==> src/rtl/isr_pkg.sv <==
package isr_pkg;

   localparam int REG_W = 16;
   localparam int BYTE_W = 8;
   localparam int SENSORS = 4;
   localparam int PIN_W = 14;

   // status byte bit positions
   localparam int STB_DEV_SUM = 1;
   localparam int STB_QUES_SUM = 3;
   localparam int STB_ESB = 5;

   // standard event bit positions
   localparam int EVT_OPC = 0;
   localparam int EVT_QYE = 2;
   localparam int EVT_DDE = 3;
   localparam int EVT_EXE = 4;
   localparam int EVT_CME = 5;
   localparam int EVT_URQ = 6;
   localparam int EVT_PON = 7;

   // questionable bit positions
   localparam int QUES_POWER = 3;
   localparam int QUES_WINDOW = 4;
   localparam int QUES_CAL = 8;
   localparam int QUES_SELF_TEST = 9;
   localparam int QUES_WARNING = 14;

   // bit that never carries information in 16-bit registers
   localparam logic [15:0] REG_USED_MASK = 16'h7FFF;

   localparam logic [7:0] EVT_RESET = 8'h80;
   localparam logic [7:0] BYTE_ZERO = 8'h00;
   localparam logic [15:0] REG_ZERO = 16'h0000;

   // error queue codes, two's complement
   localparam logic [15:0] ERR_CMD_CODE = 16'hFF9C;
   localparam logic [15:0] ERR_EXE_CODE = 16'hFF38;

   typedef enum logic [4:0] {
      CMD_IST_Q = 5'h00,
      CMD_PRE_W = 5'h01,
      CMD_PRE_Q = 5'h02,
      CMD_DEV_COND_Q = 5'h03,
      CMD_DEV_EVT_Q = 5'h04,
      CMD_DEV_ENA_W = 5'h05,
      CMD_DEV_ENA_Q = 5'h06,
      CMD_QUES_COND_Q = 5'h07,
      CMD_QUES_EVT_Q = 5'h08,
      CMD_QUES_ENA_W = 5'h09,
      CMD_QUES_ENA_Q = 5'h0A,
      CMD_EVT_Q = 5'h0B,
      CMD_EVT_ENA_W = 5'h0C,
      CMD_EVT_ENA_Q = 5'h0D,
      CMD_OPC = 5'h0E,
      CMD_STB_Q = 5'h0F
   } isr_cmd_type;

   typedef enum logic [1:0] {
      OPC_IDLE = 2'b01,
      OPC_WAIT = 2'b10
   } isr_opc_state_type;

   function automatic logic isr_is_known(input logic [4:0] code);
      isr_is_known = (code <= CMD_STB_Q);
   endfunction

   function automatic logic isr_is_query(input logic [4:0] code);
      isr_is_query = isr_is_known(code) && (code != CMD_PRE_W) && (code != CMD_DEV_ENA_W)
         && (code != CMD_QUES_ENA_W) && (code != CMD_EVT_ENA_W) && (code != CMD_OPC);
   endfunction

endpackage

==> src/rtl/isr_stat_if.sv <==
`timescale 1ns/1ps
interface isr_stat_if;
   logic [isr_pkg::REG_W-1:0] cond;
   logic [isr_pkg::REG_W-1:0] en;
   logic rd_clr;
   logic [isr_pkg::REG_W-1:0] event_bits;
   logic summary;
   modport owner (output cond, output en, output rd_clr, input event_bits, input summary);
   modport regs (input cond, input en, input rd_clr, output event_bits, output summary);
endinterface

==> src/rtl/isr_event_reg.sv <==
`timescale 1ns/1ps
module isr_event_reg (
   // clock and reset
   input wire logic i_clk,
   input wire logic i_rstn,
   // condition, enable and event view
   isr_stat_if.regs sr
);
   import isr_pkg::*;

   logic [REG_W-1:0] cond_d_reg;
   logic [REG_W-1:0] event_reg;
   logic [REG_W-1:0] event_next;
   logic [REG_W-1:0] rise;

   // positive transitions only; a new event in the read cycle survives the clear
   assign rise = sr.cond & ~cond_d_reg & REG_USED_MASK;
   assign event_next = (event_reg & ~{REG_W{sr.rd_clr}}) | rise;
   assign sr.event_bits = event_reg;
   assign sr.summary = |(event_reg & sr.en);

   always_ff @(posedge i_clk or negedge i_rstn) begin
      if (!i_rstn) begin
         cond_d_reg <= REG_ZERO;
         event_reg <= REG_ZERO;
      end else begin
         cond_d_reg <= sr.cond;
         event_reg <= event_next;
      end
   end

endmodule

==> src/rtl/isr_status_core.sv <==
`timescale 1ns/1ps
// Functional notes
// IST is OR of status byte bits ANDed with poll enable, bit 6 included.
// IST drives the parallel poll answer and the IST query.
// Poll enable mask written and read back by controller commands.
// Device status has condition and latched event parts, separately queried.
// Sensor presence bits 1,2,7,8; sensor error bits 3,4,9,10.
// Front/rear bits 5,6,11,12: zero front, one rear.
// Device bit 14: condition while key held, event once pressed.
// Bit 15 of device and questionable registers always reads zero.
// Questionable register flags out-of-spec states, condition and event queries.
// Questionable bits 3,4,8 carry power, window, calibration summaries.
// Questionable bit 9 set on power-up self-test failure.
// Standard event register is event-only, read by its query.
// Standard event enable mask is written and read back by commands.
// Event bit 0 set after operation-complete once prior commands finished.
// Event bit 2 on read without query or command over pending reply.
// Event bit 3 on device error; queue code -300..-399 or positive.
// Event bit 4 on execution error; queue code -200.
// Event bit 5 on unknown or malformed command; queue code -100.
// Event bit 6 when local key returns instrument to manual control.
// Event bit 7 set at power on.
// Reading an event register returns its contents then clears them.
// Summary bit is OR of event AND enable, feeding next higher register.
// Status byte bit 5 set while any enabled standard event is set.
// Status byte bit 1 carries the device status summary.
module isr_status_core (
   // clock and reset
   input wire logic i_clk,
   input wire logic i_rstn,
   // command port from the message parser
   input wire logic i_cmd_valid,
   input wire logic [4:0] i_cmd_code,
   input wire logic [isr_pkg::REG_W-1:0] i_cmd_data,
   input wire logic i_rsp_ack,
   output logic o_rsp_valid,
   output logic [isr_pkg::REG_W-1:0] o_rsp_data,
   // parser and executor events, same clock
   input wire logic i_read_no_query,
   input wire logic i_all_done,
   input wire logic i_dev_err,
   input wire logic [isr_pkg::REG_W-1:0] i_dev_err_code,
   input wire logic i_exec_err,
   input wire logic i_syntax_err,
   // lower-level summaries and status byte bits kept elsewhere, same clock
   input wire logic i_ques_power_sum,
   input wire logic i_ques_window_sum,
   input wire logic i_ques_cal_sum,
   input wire logic i_self_test_fail,
   input wire logic i_ques_warning,
   input wire logic [isr_pkg::BYTE_W-1:0] i_stb_ext,
   // sensor and panel pins, asynchronous
   input wire logic [isr_pkg::SENSORS-1:0] i_sensor_present,
   input wire logic [isr_pkg::SENSORS-1:0] i_sensor_error,
   input wire logic [isr_pkg::SENSORS-1:0] i_sensor_rear,
   input wire logic i_key_held,
   input wire logic i_local_key,
   // status outputs
   output logic o_ist,
   output logic [isr_pkg::BYTE_W-1:0] o_stb,
   output logic o_err_push,
   output logic [isr_pkg::REG_W-1:0] o_err_code
);
   import isr_pkg::*;

   ////////////////////////////////////////////////////////////////////////////////
   // pin synchronisers

   logic [PIN_W-1:0] pin_raw;
   logic [PIN_W-1:0] pin_s1_reg;
   logic [PIN_W-1:0] pin_s2_reg;
   logic [PIN_W-1:0] pin_s3_reg;
   logic [PIN_W-1:0] pin_reg;
   logic [PIN_W-1:0] pin_next;

   assign pin_raw = {i_local_key, i_key_held, i_sensor_rear, i_sensor_error, i_sensor_present};
   // a bit only moves when the second and third stages agree
   assign pin_next = (pin_s2_reg & pin_s3_reg) | (pin_reg & (pin_s2_reg ^ pin_s3_reg));

   always_ff @(posedge i_clk or negedge i_rstn) begin
      if (!i_rstn) begin
         pin_s1_reg <= '0;
         pin_s2_reg <= '0;
         pin_s3_reg <= '0;
         pin_reg <= '0;
      end else begin
         pin_s1_reg <= pin_raw;
         pin_s2_reg <= pin_s1_reg;
         pin_s3_reg <= pin_s2_reg;
         pin_reg <= pin_next;
      end
   end

   logic [SENSORS-1:0] pres;
   logic [SENSORS-1:0] serr;
   logic [SENSORS-1:0] rear;
   logic key_held;
   logic local_key;

   assign pres = pin_reg[3:0];
   assign serr = pin_reg[7:4];
   assign rear = pin_reg[11:8];
   assign key_held = pin_reg[12];
   assign local_key = pin_reg[13];

   ////////////////////////////////////////////////////////////////////////////////
   // device and questionable registers

   isr_stat_if dev_if ();
   isr_stat_if ques_if ();

   logic [REG_W-1:0] dev_en_reg;
   logic [REG_W-1:0] ques_en_reg;
   logic cmd_known;
   logic cmd_query;
   logic take_wr;

   assign cmd_known = isr_is_known(i_cmd_code);
   assign cmd_query = isr_is_query(i_cmd_code);
   assign take_wr = i_cmd_valid && cmd_known;

   // bit 0, 13 and 15 unused
   assign dev_if.cond = {1'b0, key_held, 1'b0, rear[3], rear[2], serr[3], serr[2],
      pres[3], pres[2], rear[1], rear[0], serr[1], serr[0], pres[1], pres[0], 1'b0};
   assign dev_if.en = dev_en_reg;
   assign dev_if.rd_clr = take_wr && (i_cmd_code == CMD_DEV_EVT_Q);

   always_comb begin
      ques_if.cond = REG_ZERO;
      ques_if.cond[QUES_POWER] = i_ques_power_sum;
      ques_if.cond[QUES_WINDOW] = i_ques_window_sum;
      ques_if.cond[QUES_CAL] = i_ques_cal_sum;
      ques_if.cond[QUES_SELF_TEST] = i_self_test_fail;
      ques_if.cond[QUES_WARNING] = i_ques_warning;
   end
   assign ques_if.en = ques_en_reg;
   assign ques_if.rd_clr = take_wr && (i_cmd_code == CMD_QUES_EVT_Q);

   isr_event_reg u_dev_reg (
      .i_clk(i_clk),
      .i_rstn(i_rstn),
      .sr(dev_if.regs)
   );

   isr_event_reg u_ques_reg (
      .i_clk(i_clk),
      .i_rstn(i_rstn),
      .sr(ques_if.regs)
   );

   ////////////////////////////////////////////////////////////////////////////////
   // standard event register and operation complete

   isr_opc_state_type opc_state_reg;
   isr_opc_state_type opc_state_next;
   logic [BYTE_W-1:0] std_evt_reg;
   logic [BYTE_W-1:0] std_evt_set;
   logic [BYTE_W-1:0] std_evt_next;
   logic [BYTE_W-1:0] std_en_reg;
   logic [BYTE_W-1:0] poll_en_reg;
   logic local_d_reg;
   logic opc_hit;
   logic query_err;
   logic syntax_err;
   logic std_evt_clr;

   always_comb begin
      opc_state_next = opc_state_reg;
      case (opc_state_reg)
         OPC_IDLE: begin
            if (take_wr && (i_cmd_code == CMD_OPC)) begin
               opc_state_next = OPC_WAIT;
            end
         end
         OPC_WAIT: begin
            if (i_all_done) begin
               opc_state_next = OPC_IDLE;
            end
         end
         default: begin
            opc_state_next = OPC_IDLE;
         end
      endcase
   end

   assign opc_hit = (opc_state_reg == OPC_WAIT) && i_all_done;
   // a new command while a reply is still unread discards that reply
   assign query_err = i_read_no_query || (i_cmd_valid && o_rsp_valid && !i_rsp_ack);
   assign syntax_err = i_syntax_err || (i_cmd_valid && !cmd_known);
   assign std_evt_clr = take_wr && (i_cmd_code == CMD_EVT_Q);

   always_comb begin
      std_evt_set = BYTE_ZERO;
      std_evt_set[EVT_OPC] = opc_hit;
      std_evt_set[EVT_QYE] = query_err;
      std_evt_set[EVT_DDE] = i_dev_err;
      std_evt_set[EVT_EXE] = i_exec_err;
      std_evt_set[EVT_CME] = syntax_err;
      std_evt_set[EVT_URQ] = local_key && !local_d_reg;
   end
   // set beats the read clear in the same cycle
   assign std_evt_next = (std_evt_reg & ~{BYTE_W{std_evt_clr}}) | std_evt_set;

   ////////////////////////////////////////////////////////////////////////////////
   // status byte, IST and error queue push

   logic [BYTE_W-1:0] stb_next;
   logic ist_next;
   logic err_push_next;
   logic [REG_W-1:0] err_code_next;

   always_comb begin
      stb_next = i_stb_ext;
      stb_next[STB_DEV_SUM] = dev_if.summary;
      stb_next[STB_QUES_SUM] = ques_if.summary;
      stb_next[STB_ESB] = |(std_evt_reg & std_en_reg);
   end
   // unlike the service request mask, bit 6 takes part here
   assign ist_next = |(stb_next & poll_en_reg);

   assign err_push_next = syntax_err || i_exec_err || i_dev_err;
   // one code per cycle; the parser is the earliest stage so it wins
   assign err_code_next = syntax_err ? ERR_CMD_CODE :
      i_exec_err ? ERR_EXE_CODE : i_dev_err_code;

   ////////////////////////////////////////////////////////////////////////////////
   // query answers

   logic [REG_W-1:0] rsp_sel;

   always_comb begin
      rsp_sel = REG_ZERO;
      case (i_cmd_code)
         CMD_IST_Q: rsp_sel = {15'h0, o_ist};
         CMD_PRE_Q: rsp_sel = {8'h00, poll_en_reg};
         CMD_DEV_COND_Q: rsp_sel = dev_if.cond & REG_USED_MASK;
         CMD_DEV_EVT_Q: rsp_sel = dev_if.event_bits & REG_USED_MASK;
         CMD_DEV_ENA_Q: rsp_sel = dev_en_reg;
         CMD_QUES_COND_Q: rsp_sel = ques_if.cond & REG_USED_MASK;
         CMD_QUES_EVT_Q: rsp_sel = ques_if.event_bits & REG_USED_MASK;
         CMD_QUES_ENA_Q: rsp_sel = ques_en_reg;
         CMD_EVT_Q: rsp_sel = {8'h00, std_evt_reg};
         CMD_EVT_ENA_Q: rsp_sel = {8'h00, std_en_reg};
         CMD_STB_Q: rsp_sel = {8'h00, o_stb};
         default: rsp_sel = REG_ZERO;
      endcase
   end

   ////////////////////////////////////////////////////////////////////////////////
   // registers

   always_ff @(posedge i_clk or negedge i_rstn) begin
      if (!i_rstn) begin
         opc_state_reg <= OPC_IDLE;
         std_evt_reg <= EVT_RESET;
         std_en_reg <= BYTE_ZERO;
         poll_en_reg <= BYTE_ZERO;
         dev_en_reg <= REG_ZERO;
         ques_en_reg <= REG_ZERO;
         local_d_reg <= 1'b0;
         o_stb <= BYTE_ZERO;
         o_ist <= 1'b0;
         o_err_push <= 1'b0;
         o_err_code <= REG_ZERO;
      end else begin
         opc_state_reg <= opc_state_next;
         std_evt_reg <= std_evt_next;
         local_d_reg <= local_key;
         o_stb <= stb_next;
         o_ist <= ist_next;
         o_err_push <= err_push_next;
         o_err_code <= err_code_next;
         if (take_wr && (i_cmd_code == CMD_PRE_W)) begin
            poll_en_reg <= i_cmd_data[BYTE_W-1:0];
         end
         if (take_wr && (i_cmd_code == CMD_EVT_ENA_W)) begin
            std_en_reg <= i_cmd_data[BYTE_W-1:0];
         end
         if (take_wr && (i_cmd_code == CMD_DEV_ENA_W)) begin
            dev_en_reg <= i_cmd_data & REG_USED_MASK;
         end
         if (take_wr && (i_cmd_code == CMD_QUES_ENA_W)) begin
            ques_en_reg <= i_cmd_data & REG_USED_MASK;
         end
      end
   end

   // answer stands until acknowledged, replaced by the next query, or dropped by any other command
   always_ff @(posedge i_clk or negedge i_rstn) begin
      if (!i_rstn) begin
         o_rsp_valid <= 1'b0;
         o_rsp_data <= REG_ZERO;
      end else if (i_cmd_valid && cmd_query) begin
         o_rsp_valid <= 1'b1;
         o_rsp_data <= rsp_sel;
      end else if (i_cmd_valid || i_rsp_ack) begin
         o_rsp_valid <= 1'b0;
      end
   end
endmodule

==> config.mk <==
export PLATFORM = sky130hd
export DESIGN_NAME = isr_status_core
export DESIGN_NICKNAME = d
export VERILOG_FILES = /design/src/rtl/isr_pkg.sv /design/src/rtl/isr_stat_if.sv /design/src/rtl/isr_event_reg.sv /design/src/rtl/isr_status_core.sv
export SDC_FILE = /design/constraint.sdc
export NUM_CORES = 1
export LEC_CHECK = 0
export BUFFER_PORTS_ARGS = -buffer_cell sky130_fd_sc_hd__buf_2
export CORE_ASPECT_RATIO = 0.75
export CORE_MARGIN = 10
export CORE_UTILIZATION = 40
export DETAILED_ROUTE_END_ITERATION = 8
export GPL_ROUTABILITY_DRIVEN = 0
export GPL_TIMING_DRIVEN = 1
export HOLD_SLACK_MARGIN = 0.03
export PLACE_DENSITY = 0.69
export SYNTH_ARGS = -nofsm -noshare
export SYNTH_HDL_FRONTEND = slang
export SYNTH_HIERARCHICAL = 1
export SYNTH_SLANG_ARGS = --single-unit
==> constraint.sdc <==
create_clock -name i_clk -period 3.99 [get_ports i_clk]
set_clock_uncertainty 0.05 [all_clocks]
set_input_delay 0.399 -clock i_clk [delete_from_list [all_inputs] [get_ports i_clk]]
set_output_delay 0.399 -clock i_clk [all_outputs]
set_load 0.05 [all_outputs]
### After elaboration in Yosys (flattened, before gate mapping)

Cells that the tools add are included.

| storage, ports and cells | value |
|---|---|
| register bits after elaboration | 206 |
| bits of input ports | 73 |
| output and inout bits | 43 |
| logic and storage cells | 110 |

| cells by class | value |
|---|---|
| magnitude comparators | 1 |
| equality and inequality tests | 24 |
| mux-type cells | 8 |
| bitwise operators | 21 |
| reduce and logical (&&, ||, !) cells | 35 |

Operators with widths:

| operator | number |
|---|---|
| $pmux W15 S11 | 1 |
| $eq A5 B4 Y1 const B | 8 |
| $and A16 B15 Y16 | 2 |
| $and A16 B16 Y16 | 2 |
| $mux W16 | 2 |
| $not A16 Y16 | 2 |
| $or A16 B15 Y16 | 2 |
| $reduce_or A16 Y1 | 2 |
| $and A15 B15 Y15 | 2 |
| $not A15 Y15 | 2 |
| $and A14 B14 Y14 | 2 |
| $and A8 B8 Y8 | 3 |
| $eq A5 B3 Y1 const B | 4 |
| $logic_and A1 B1 Y1 | 20 |
| $reduce_or A8 Y1 | 2 |
| $ne A5 B4 Y1 const B | 3 |
| $or A14 B14 Y14 | 1 |
| $xor A14 B14 Y14 | 1 |
| $eq A5 B2 Y1 const B | 2 |
| $not A8 Y8 | 1 |
| $or A8 B7 Y8 | 1 |
| $eq A5 B1 Y1 const B | 1 |
| $le A5 B4 Y1 const B | 1 |
| $logic_not A5 Y1 | 1 |
| other kinds (12) | 21 |

### Depth between registers and ports, before layout

Gate-level depths: netlist of the first run.

| logic depth | value |
|---|---|
| depth in word-level cells | 8 |
| mapped depth | 6 |
| mapped depth without buffers | 5 |

### By module

Netlist of the first run, hierarchy kept.

Modules (own cells, without submodules):

| module | times used | cells each | area each (um^2) | sequential area each (um^2) |
|---|---|---|---|---|
| isr_status_core | 1 | 459 | 6148.4 | 3881.2 |
| isr_event_reg | 2 | 87 | 1094.8 | 775.7 |

### Worst setup path before layout of the first run

OpenSTA, ideal clock, no wires.

| timing path | value |
|---|---|
| path type | input to register |
| start point | input i_cmd_code[4] |
| end point | register ques_en_reg[10] |
| setup time | 125 ps |
| data arrival time | 1851 ps |
| required time | 3815 ps |
| setup slack | 1965 ps |
| cell stages on the path | 5 |
| buffers on the path | 2 |
| path through | or3b_1 clkbuf_1 nor2_1 buf_2 mux2_2 |

| between the ends | value |
|---|---|
| word-level cells in the longest chain between the ends | 3 |
| elaborated cells between the ends (all ways) | 4 |
| those cells by class | order compare: 1; eq/ne: 1; reduce/logical: 2 |

RTL lines:

| item | line | text |
|---|---|---|
| start, declared | isr_status_core.sv:33 | `input wire logic [4:0] i_cmd_code,` |
| $le A5 B4 Y1 | isr_pkg.sv:65 | `isr_is_known = (code <= CMD_STB_Q);` |
| $logic_and A1 B1 Y1 | isr_status_core.sv:120 | `assign take_wr = i_cmd_valid && cmd_known;` |
| $logic_and A1 B1 Y1 * | isr_status_core.sv:282 | `if (take_wr && (i_cmd_code == CMD_QUES_ENA_W)) begin` |
| end signal, assigned | isr_status_core.sv:283 | `ques_en_reg <= i_cmd_data & REG_USED_MASK;` |
| end, declared | isr_status_core.sv:113 | `logic [REG_W-1:0] ques_en_reg;` |

Every way passes the cells marked *; elsewhere a longest branch is shown, timed or not.
A chain may end at the register's enable or synchronous reset.

### Worst setup path after layout of the first run

| timing path | value |
|---|---|
| start point | input i_cmd_code[1] |
| end point | register o_rsp_data[11] (netlist name) |

| between the ends | value |
|---|---|
| word-level cells in the longest chain between the ends | 7 |
| elaborated cells between the ends (all ways) | 24 |
| those cells by class | order compare: 1; eq/ne: 15; mux: 1; reduce/logical: 7 |

RTL lines:

| item | line | text |
|---|---|---|
| $le A5 B4 Y1 / $ne A5 B1 Y1 (equally long branches) | isr_pkg.sv:65, isr_pkg.sv:69 |  |
| $logic_and A1 B1 Y1 (2 in a row) | isr_pkg.sv:69 | `isr_is_query = isr_is_known(code) && (code != CMD_PRE_W) && (code != CMD_DEV_ENA_W)` |
| $logic_and A1 B1 Y1 (3 in a row) | isr_pkg.sv:70 | `&& (code != CMD_QUES_ENA_W) && (code != CMD_EVT_ENA_W) && (code != CMD_OPC);` |
| $logic_and A1 B1 Y1 | isr_status_core.sv:293 | `end else if (i_cmd_valid && cmd_query) begin` |
| end signal, assigned | isr_status_core.sv:295 | `o_rsp_data <= rsp_sel;` |
| end, declared | isr_status_core.sv:37 | `output logic [isr_pkg::REG_W-1:0] o_rsp_data,` |

Several ways; a longest one is shown, not always the timed one.

==> reports/metrics.yaml, run 1 <==
worst_hold_path:
  hold_depth: 2
  holdPathEnd: "o_err_code[11]"
  hp-start: "i_dev_err_code[11]"
  hold_class: "input pin to flip-flop"
detailed_routing:
  drc: 0
  routed_wl_um: 21800
  avgViaCountPerCell: 5.14
  wl_per_cell_um: 19.8
  ant_nets: 0
  firstDrtPassIters: 6
  drt_iter0_markers: 586
  vias: 5642
floorplan:
  initial_utilization_pct: 40.9
  core.rowCount: 45
  dieWidth_um: 187
  dieHeight_um: 145
  core_mm2: 0.0204
  die_area_mm2: 0.0271
  ios: 116
logic_synthesis:
  ys_warn_count: 6
  ys.flop_type: "dfrtp_1"
  ys_seq_area_share_pct: 65.2
  synthDistinctLibCells: 56
  synth_enable_flop_cells: 0
  synth_cells: 633
  async_reset_ff_share_pct: 100
  synth_area_per_cell_um2: 13.2
  ys_ff_latch: 217
  syn_area_mm2: 0.00834
power:
  p_leak_nw: 4.88
  p_total_mw: 5.29
  peakVddDrop_mv: 0.258
  p_per_area_mw_per_mm2: 515
sta:
  timing.fmax_mhz: 474
  finalSetupViolations: 0
  slew_headroom_pct: 27.6
  setup_ws_ns: 1.88
  fin_crit_sh_pct: 52.8
  slew_violations: 0
  tightest_slew_ns: 1.08
  layout_min_cycle_time_ns: 2.11
  rsz0062_at_grt: "false"
  hold_violations: 0
  finalSetupTns_ns: 0
grt:
  antenna_found_initial: 2
  first_global_vias: 5810
  grt_usage_pct: 15.7
  grt_first_pass_wirelength_um: 34200
  grt_overflow_total: 0
  grt_max_degree: 126
place:
  io_buffers: 110
  place_ws_ns: 1.39
  place_hpwl_um: 15400
  dp.cells: 1039
worst_setup_path:
  cp_slowest_cell: "nor2_1"
  path_delay_family: "simple AND/OR/NAND/NOR gates"
  crit_type: "input pin to flip-flop"
  rr_worst_depth: 5
  start_kind: "input pin"
  worstPathMaxFanout: 31
  arrival_ns: 2.46
  cp_num_buf_inv: 1
  r2r_start: "dev_en_reg[5]"
  r2r_slack_ns: 2.08
  rr_endpoint: "o_ist"
  end_kind: "flip-flop"
  max_stage_delay_ns: 0.86
  path_cells: "buf_2, nand2_1, nor2_1, a22oi_1, a41oi_1"
  critical_path_required_ns: 4.34
status:
  status: "finished, final reports clean"
clocking:
  cts_setup_buffers: 0
  cts_tree: "built"
  cts_buffer_depth: 3
  clkTransAtPathRegs_ns: 0.06
  clock_sinks: 217
  root_buffer: "clkbuf_16"
  htreeDepth: 1
  clk_latency_ns: 0.49
  cts_buffers: 21
finish:
  fin_nets: 892
  postLayoutCoreUtil_pct: 50.4
  fin_cells: 1098
  drive_above_1_share_pct: 26.4
  syn2layout_area_growth_pct: 23.2
flow_run:
  cap_violations: 0
[placed cells by master (no fill, tap or decap), types with 3 or more instances in the layout]
master	n
clkbuf_8	6
clkbuf_16	21
and3_1	12
nor2b_1	5
clkbuf_1	3
or4b_2	3
dlygate4sd3_1	25
nand2_1	11
a21o_1	17
o22ai_1	35
a22oi_1	19
o32ai_1	3
buf_4	10
dfrtp_1	215
nand2b_1	17
a221oi_1	3
nand3b_1	3
conb_1	27
a21oi_1	9
a41oi_1	6
nand4_1	5
buf_2	109
mux2_2	47
ha_1	14
nor2_1	26
a2111oi_0	3
o21ai_0	6
a221oi_2	8
and2_1	5
a31oi_1	9
nor3_1	3
a22o_1	10
mux2i_1	16
inv_1	69
[kinds of logic (layout without fill, tap and decap cells)]
group           count (synthesis)  after routing  synth area share, %
simple gates                  107            107                 7.38
compound gates                140            140                 12.8
mux                            63             63                 8.27
fa+ha+maj                      14             14                 2.10
buf+inv                        91            247                 4.25
flops                         217            217                 65.2
other cells                     1             28               0.0450
[power by group]
part	leakage, nW	switching (mW)	internal (mW)
sequential	2.48	0.171	2.42
combinational	2.06	0.434	0.279
clock	0.338	0.793	1.20
total	4.88	1.40	3.89
[stage by stage]
stage | cell area (um2) | hold WS (ns)
detailed placement | 9330 | 0.285
global route | 10300 | 0.0408
finish | 10300 | 0.0478
global placement | 9330 | 0.283
CTS | 10300 | 0.0318
floorplan | 8440 | 0.0534
[how the worst max path moves through the flow]
stage          slack, ns               to          start  cells after the start
4_1_cts             1.91   o_rsp_data[11]  i_cmd_code[1]                      5
5_1_grt             1.71   o_rsp_data[11]  i_cmd_code[1]                      5
6_report            1.88   o_rsp_data[11]  i_cmd_code[1]                      5
2_1_floorplan       1.96  ques_en_reg[10]  i_cmd_code[4]                      5
3_3_place_gp        1.45   o_rsp_data[14]  i_cmd_code[1]                      5
3_5_place_dp        1.39   o_rsp_data[11]  i_cmd_code[1]                      5
[Yosys cell counts (7+ instances only)]
| master | n | share of area (%) |
|---|---|---|
| a22oi_1 | 19 | 1.7 |
| mux2_2 | 47 | 6.3 |
| inv_1 | 69 | 3.1 |
| and3_1 | 12 | 0.90 |
| dfrtp_1 | 215 | 65 |
| nand2b_1 | 17 | 1.3 |
| a21o_1 | 17 | 1.5 |
| ha_1 | 14 | 2.1 |
| a31oi_1 | 9 | 0.68 |
| a22o_1 | 10 | 1.1 |
| o22ai_1 | 35 | 2.6 |
| clkbuf_1 | 11 | 0.50 |
| mux2i_1 | 16 | 1.9 |
| a221oi_2 | 8 | 1.4 |
| a21oi_1 | 9 | 0.54 |
| nand2_1 | 11 | 0.50 |
| nor2_1 | 26 | 1.2 |
| buf_2 | 7 | 0.42 |
[final cells by class]
cell class | instances | area [um2]
Inverter | 69 | 259
Clock buffer | 30 | 619
Antenna cell | 1 | 2.50
Timing Repair Buffer | 145 | 886
Multi-Input combinational cell | 351 | 2650
Sequential cell | 217 | 5430
Clock inverter | 3 | 65.1
Tap cell | 282 | 353
Fill cell | 1846 | 10100
[layer usage]
layer	track usage (%)	wire (um)
met5	0	17
met4	3.66	514
met3	3.97	1750
met2	23.4	9260
met1	22.6	10200
[worst reg2reg max path: cells and delay by family, from the launching register on]
family	cells	cell delay [ns]
AO/OA/AOI/OAI	3	0.91
AND/OR/NAND/NOR	2	0.41
flip-flops	1	0.40
[timing repair]
item                                   in CTS  in global routing
gates resized for setup                     0                  0
endpoints found under the hold margin      95                  0
hold buffers                               25                  0
No activity file was read; power rests on OpenSTA's default activity.
==> run 2, diff against run 1 <==
clock period = 2.2 ns   (was 3.99 ns; I/O delays follow)
==> run 2 against run 1 <==
  * Global-route usage up 0.56 points
  * Register-to-register slack lost 1.7 ns
  * Die area did not move
  * Sequential share of layout area fell by 2.8 points
  * Worst hold slack better by 0.016 ns
  * Count of clock-buffer cells in the layout is 5 higher
  * Critical path type unchanged
  * Largest cell class unchanged
  * Highest routed layer is now met4
==> reports/metrics.yaml, run 2 (synthesis gave the netlist of run 1 again) <==
status:
  status: "finished, final reports clean"  # unchanged
sta:
  layout_min_cycle_time_ns: 2.05
  setup_ws_ns: 0.151  # was 1.88 ns
  finalSetupViolations: 0  # unchanged
  slew_violations: 0  # unchanged
  slew_headroom_pct: 43.0  # was 27.6%
  rsz0062_at_grt: "false"  # unchanged
  tightest_slew_ns: 0.833  # was 1.08 ns
  finalSetupTns_ns: 0  # unchanged
  timing.fmax_mhz: 488
  fin_crit_sh_pct: 93.2
  hold_violations: 0  # unchanged
grt:
  grt.met3_usage_pct: 4.16  # was 3.97%
  use_met1_pct: 24.0  # was 22.6%
  grt_first_pass_wirelength_um: 35700  # was 34200 um
  antenna_found_initial: 0  # was 2
  grt_max_degree: 62  # was 126
  grt_usage_pct: 16.3  # was 15.7%
  busiest_layer: "met1"  # was met2
  grt_overflow_total: 0  # unchanged
  first_global_vias: 6064  # was 5810
  grt_use_met2_pct: 23.6  # was 23.4%
clocking:
  ctsResizeCount: 0  # unchanged
  clkTransAtPathRegs_ns: 0.06  # about the same
  cts_buffer_depth: 3  # unchanged
  cts_tree: "built"  # unchanged
  cts_buffers: 20  # was 21
  htreeDepth: 1  # unchanged
  clk_latency_ns: 0.50  # was 0.49 ns
  clock_sinks: 217  # unchanged
  root_buffer: "clkbuf_16"  # unchanged
worst_hold_path:
  holdPathEnd: "std_evt_reg[5]"  # was o_err_code[11]
  hold_class: "input pin to flip-flop"  # unchanged
  hp-start: "i_syntax_err"  # was i_dev_err_code[11]
  hold_depth: 4  # was 2
power:
  p_sw_mw: 2.55  # was 1.40 mW
  clkPwrFrac_pct: 35.7  # was 37.6%
  p_seq_share_pct: 49.7  # was 48.9%
  p_leak_nw: 5.15  # was 4.88 nW
  intPower_mw: 6.89  # was 3.89 mW
  pwr-share-comb_pct: 14.6  # was 13.5%
  peakVddDrop_mv: 0.463  # was 0.258 mV
  p_per_area_mw_per_mm2: 871  # was 515 mW/mm2
  swShare_pct: 27.0  # was 26.4%
floorplan:
  initial_utilization_pct: 40.9  # unchanged
  die_area_mm2: 0.0271  # unchanged
  core_mm2: 0.0204  # unchanged
  dieHeight_um: 145  # unchanged
  core.rowCount: 45  # unchanged
  dieWidth_um: 187  # unchanged
  ios: 116  # unchanged
worst_setup_path:
  path_delay_family: "simple AND/OR/NAND/NOR gates"  # unchanged
  max_stage_delay_ns: 0.55  # was 0.86 ns
  cp_num_buf_inv: 2  # was 1
  crit_type: "input pin to flip-flop"  # unchanged
  worstPathMaxFanout: 16  # was 31
  rr_endpoint: "o_ist"  # unchanged
  start_kind: "input pin"  # unchanged
  cp_slowest_cell: "or4_1"  # was nor2_1
  r2r_start: "dev_en_reg[5]"  # unchanged
  cp.depth: 5  # unchanged
  end_kind: "flip-flop"  # unchanged
  r2r_slack_ns: 0.36  # was 2.08 ns
  critical_path_required_ns: 2.52  # was 4.34 ns
  rr_worst_depth: 5  # unchanged
  path_cells: "buf_2, or3b_1, or4_1, a221o_1, dlygate4sd3_1"  # was buf_2, nand2_1, nor2_1, a22oi_1, a41oi_1
  arrival_ns: 2.37  # was 2.46 ns
  worstSetupStartpoint: "i_cmd_code[3]"  # was i_cmd_code[1]
detailed_routing:
  avgViaCountPerCell: 5.15  # was 5.14
  drt_iter0_markers: 546  # was 586
  ant_nets: 0  # unchanged
  vias: 5984  # was 5642
  routed_wl_um: 22400  # was 21800 um
  drc: 0  # unchanged
  wl_per_cell_um: 19.3  # was 19.8 um
  firstDrtPassIters: 5  # was 6
finish:
  final_cell_mix: "dfrtp_1 (215), buf_2 (109), inv_1 (69), dlygate4sd3_1 (63), mux2_2 (47)"  # was dfrtp_1 (215), buf_2 (109), inv_1 (69), mux2_2 (47), o22ai_1 (35)
  syn2layout_area_growth_pct: 30.0  # was 23.2%
  mostFrequentLayoutCell: "dfrtp_1"  # unchanged
  postLayoutCoreUtil_pct: 53.2  # was 50.4%
  fin_nets: 952  # was 892
  drive_above_1_share_pct: 26.7  # was 26.4%
  nFillCells: 1766  # was 1846
  n_antenna_cell: 0  # was 1
place:
  io_buffers: 110  # unchanged
  place_hpwl_um: 15700  # was 15400 um
  place_ws_ns: 0.204  # was 1.39 ns
flow_run:
  cap_violations: 0  # unchanged
==> run 2: cell types whose count changed in the layout (fill, tap and decap cells not counted), sizes merged <==
| cell | change |
|---|---|
| clkbuf | +5 |
| buf | +23 |
| diode | -1 |
| bufinv | -2 |
| dlygate4sd3 | +38 |
==> run 2: final cells by class <==
type                            instances  area [um2]  area share [%]
Multi-Input combinational cell        351        2650            24.5
Clock inverter                          1        8.76          0.0808
Inverter                               69         259            2.39
Timing Repair Buffer                  206        1500            13.9
Sequential cell                       217        5430            50.1
Clock buffer                           35         628            5.80
Tap cell                              282         353            3.26
==> run 2: worst max path at each step <==
stage | end | slack, ns
2_1_floorplan | ques_en_reg[10] | 0.35
3_3_place_gp | std_evt_reg[2] | 0.25
3_5_place_dp | o_rsp_data[2] | 0.20
4_1_cts | std_evt_reg[2] | 0.20
5_1_grt | std_evt_reg[2] | 0.08
6_report | std_evt_reg[2] | 0.15
==> run 2: power groups by stage <==
stage | Combinational, mW | Clock, mW | Sequential [mW]
CTS | 1.38 | 3.46 | 4.69
global placement | 1.26 | 0 | 4.75
floorplan | 0.557 | 0 | 4.94
finish | 1.38 | 3.37 | 4.69
global route | 1.49 | 3.62 | 4.74
detailed placement | 1.29 | 0 | 4.76
==> run 2: layer usage <==
metal  vias to the layer above  share of wire [%]  routed length, um
met4                         0                2.0                457
li1                       2713                  -                  -
met1                      3009                 47              10600
met2                       228                 43               9570
met3                        34                8.0               1790
met5                         -                  0                  0
==> run 2: timing repair <==
action	4_1_cts	5_1_grt
hold buffers	63	0
setup buffers	0	0
endpoints found under the hold margin	309	0
==> run 2: per-stage QoR <==
stage / std cells / hold slack (ns) / instance area (um2) / total power, mW
after CTS: 1161 / 0.0451 / 10800 / 9.53
after global routing: 1161 / 0.0535 / 10800 / 9.85
after detailed placement: 1062 / 0.110 / 9570 / 6.05
after floorplan: 659 / -0.126 / 8440 / 5.50
final: 1161 / 0.0640 / 10800 / 9.44
after global placement: 1062 / 0.111 / 9570 / 6.01
==> run 2: worst register-to-register path: stages, from the launching register on <==
cell      delay [ns]
dfrtp_1         0.40
a22o_1          0.24
a221oi_2        0.30
nand4_1         0.27
a222oi_1        0.34
nand4_1         0.12
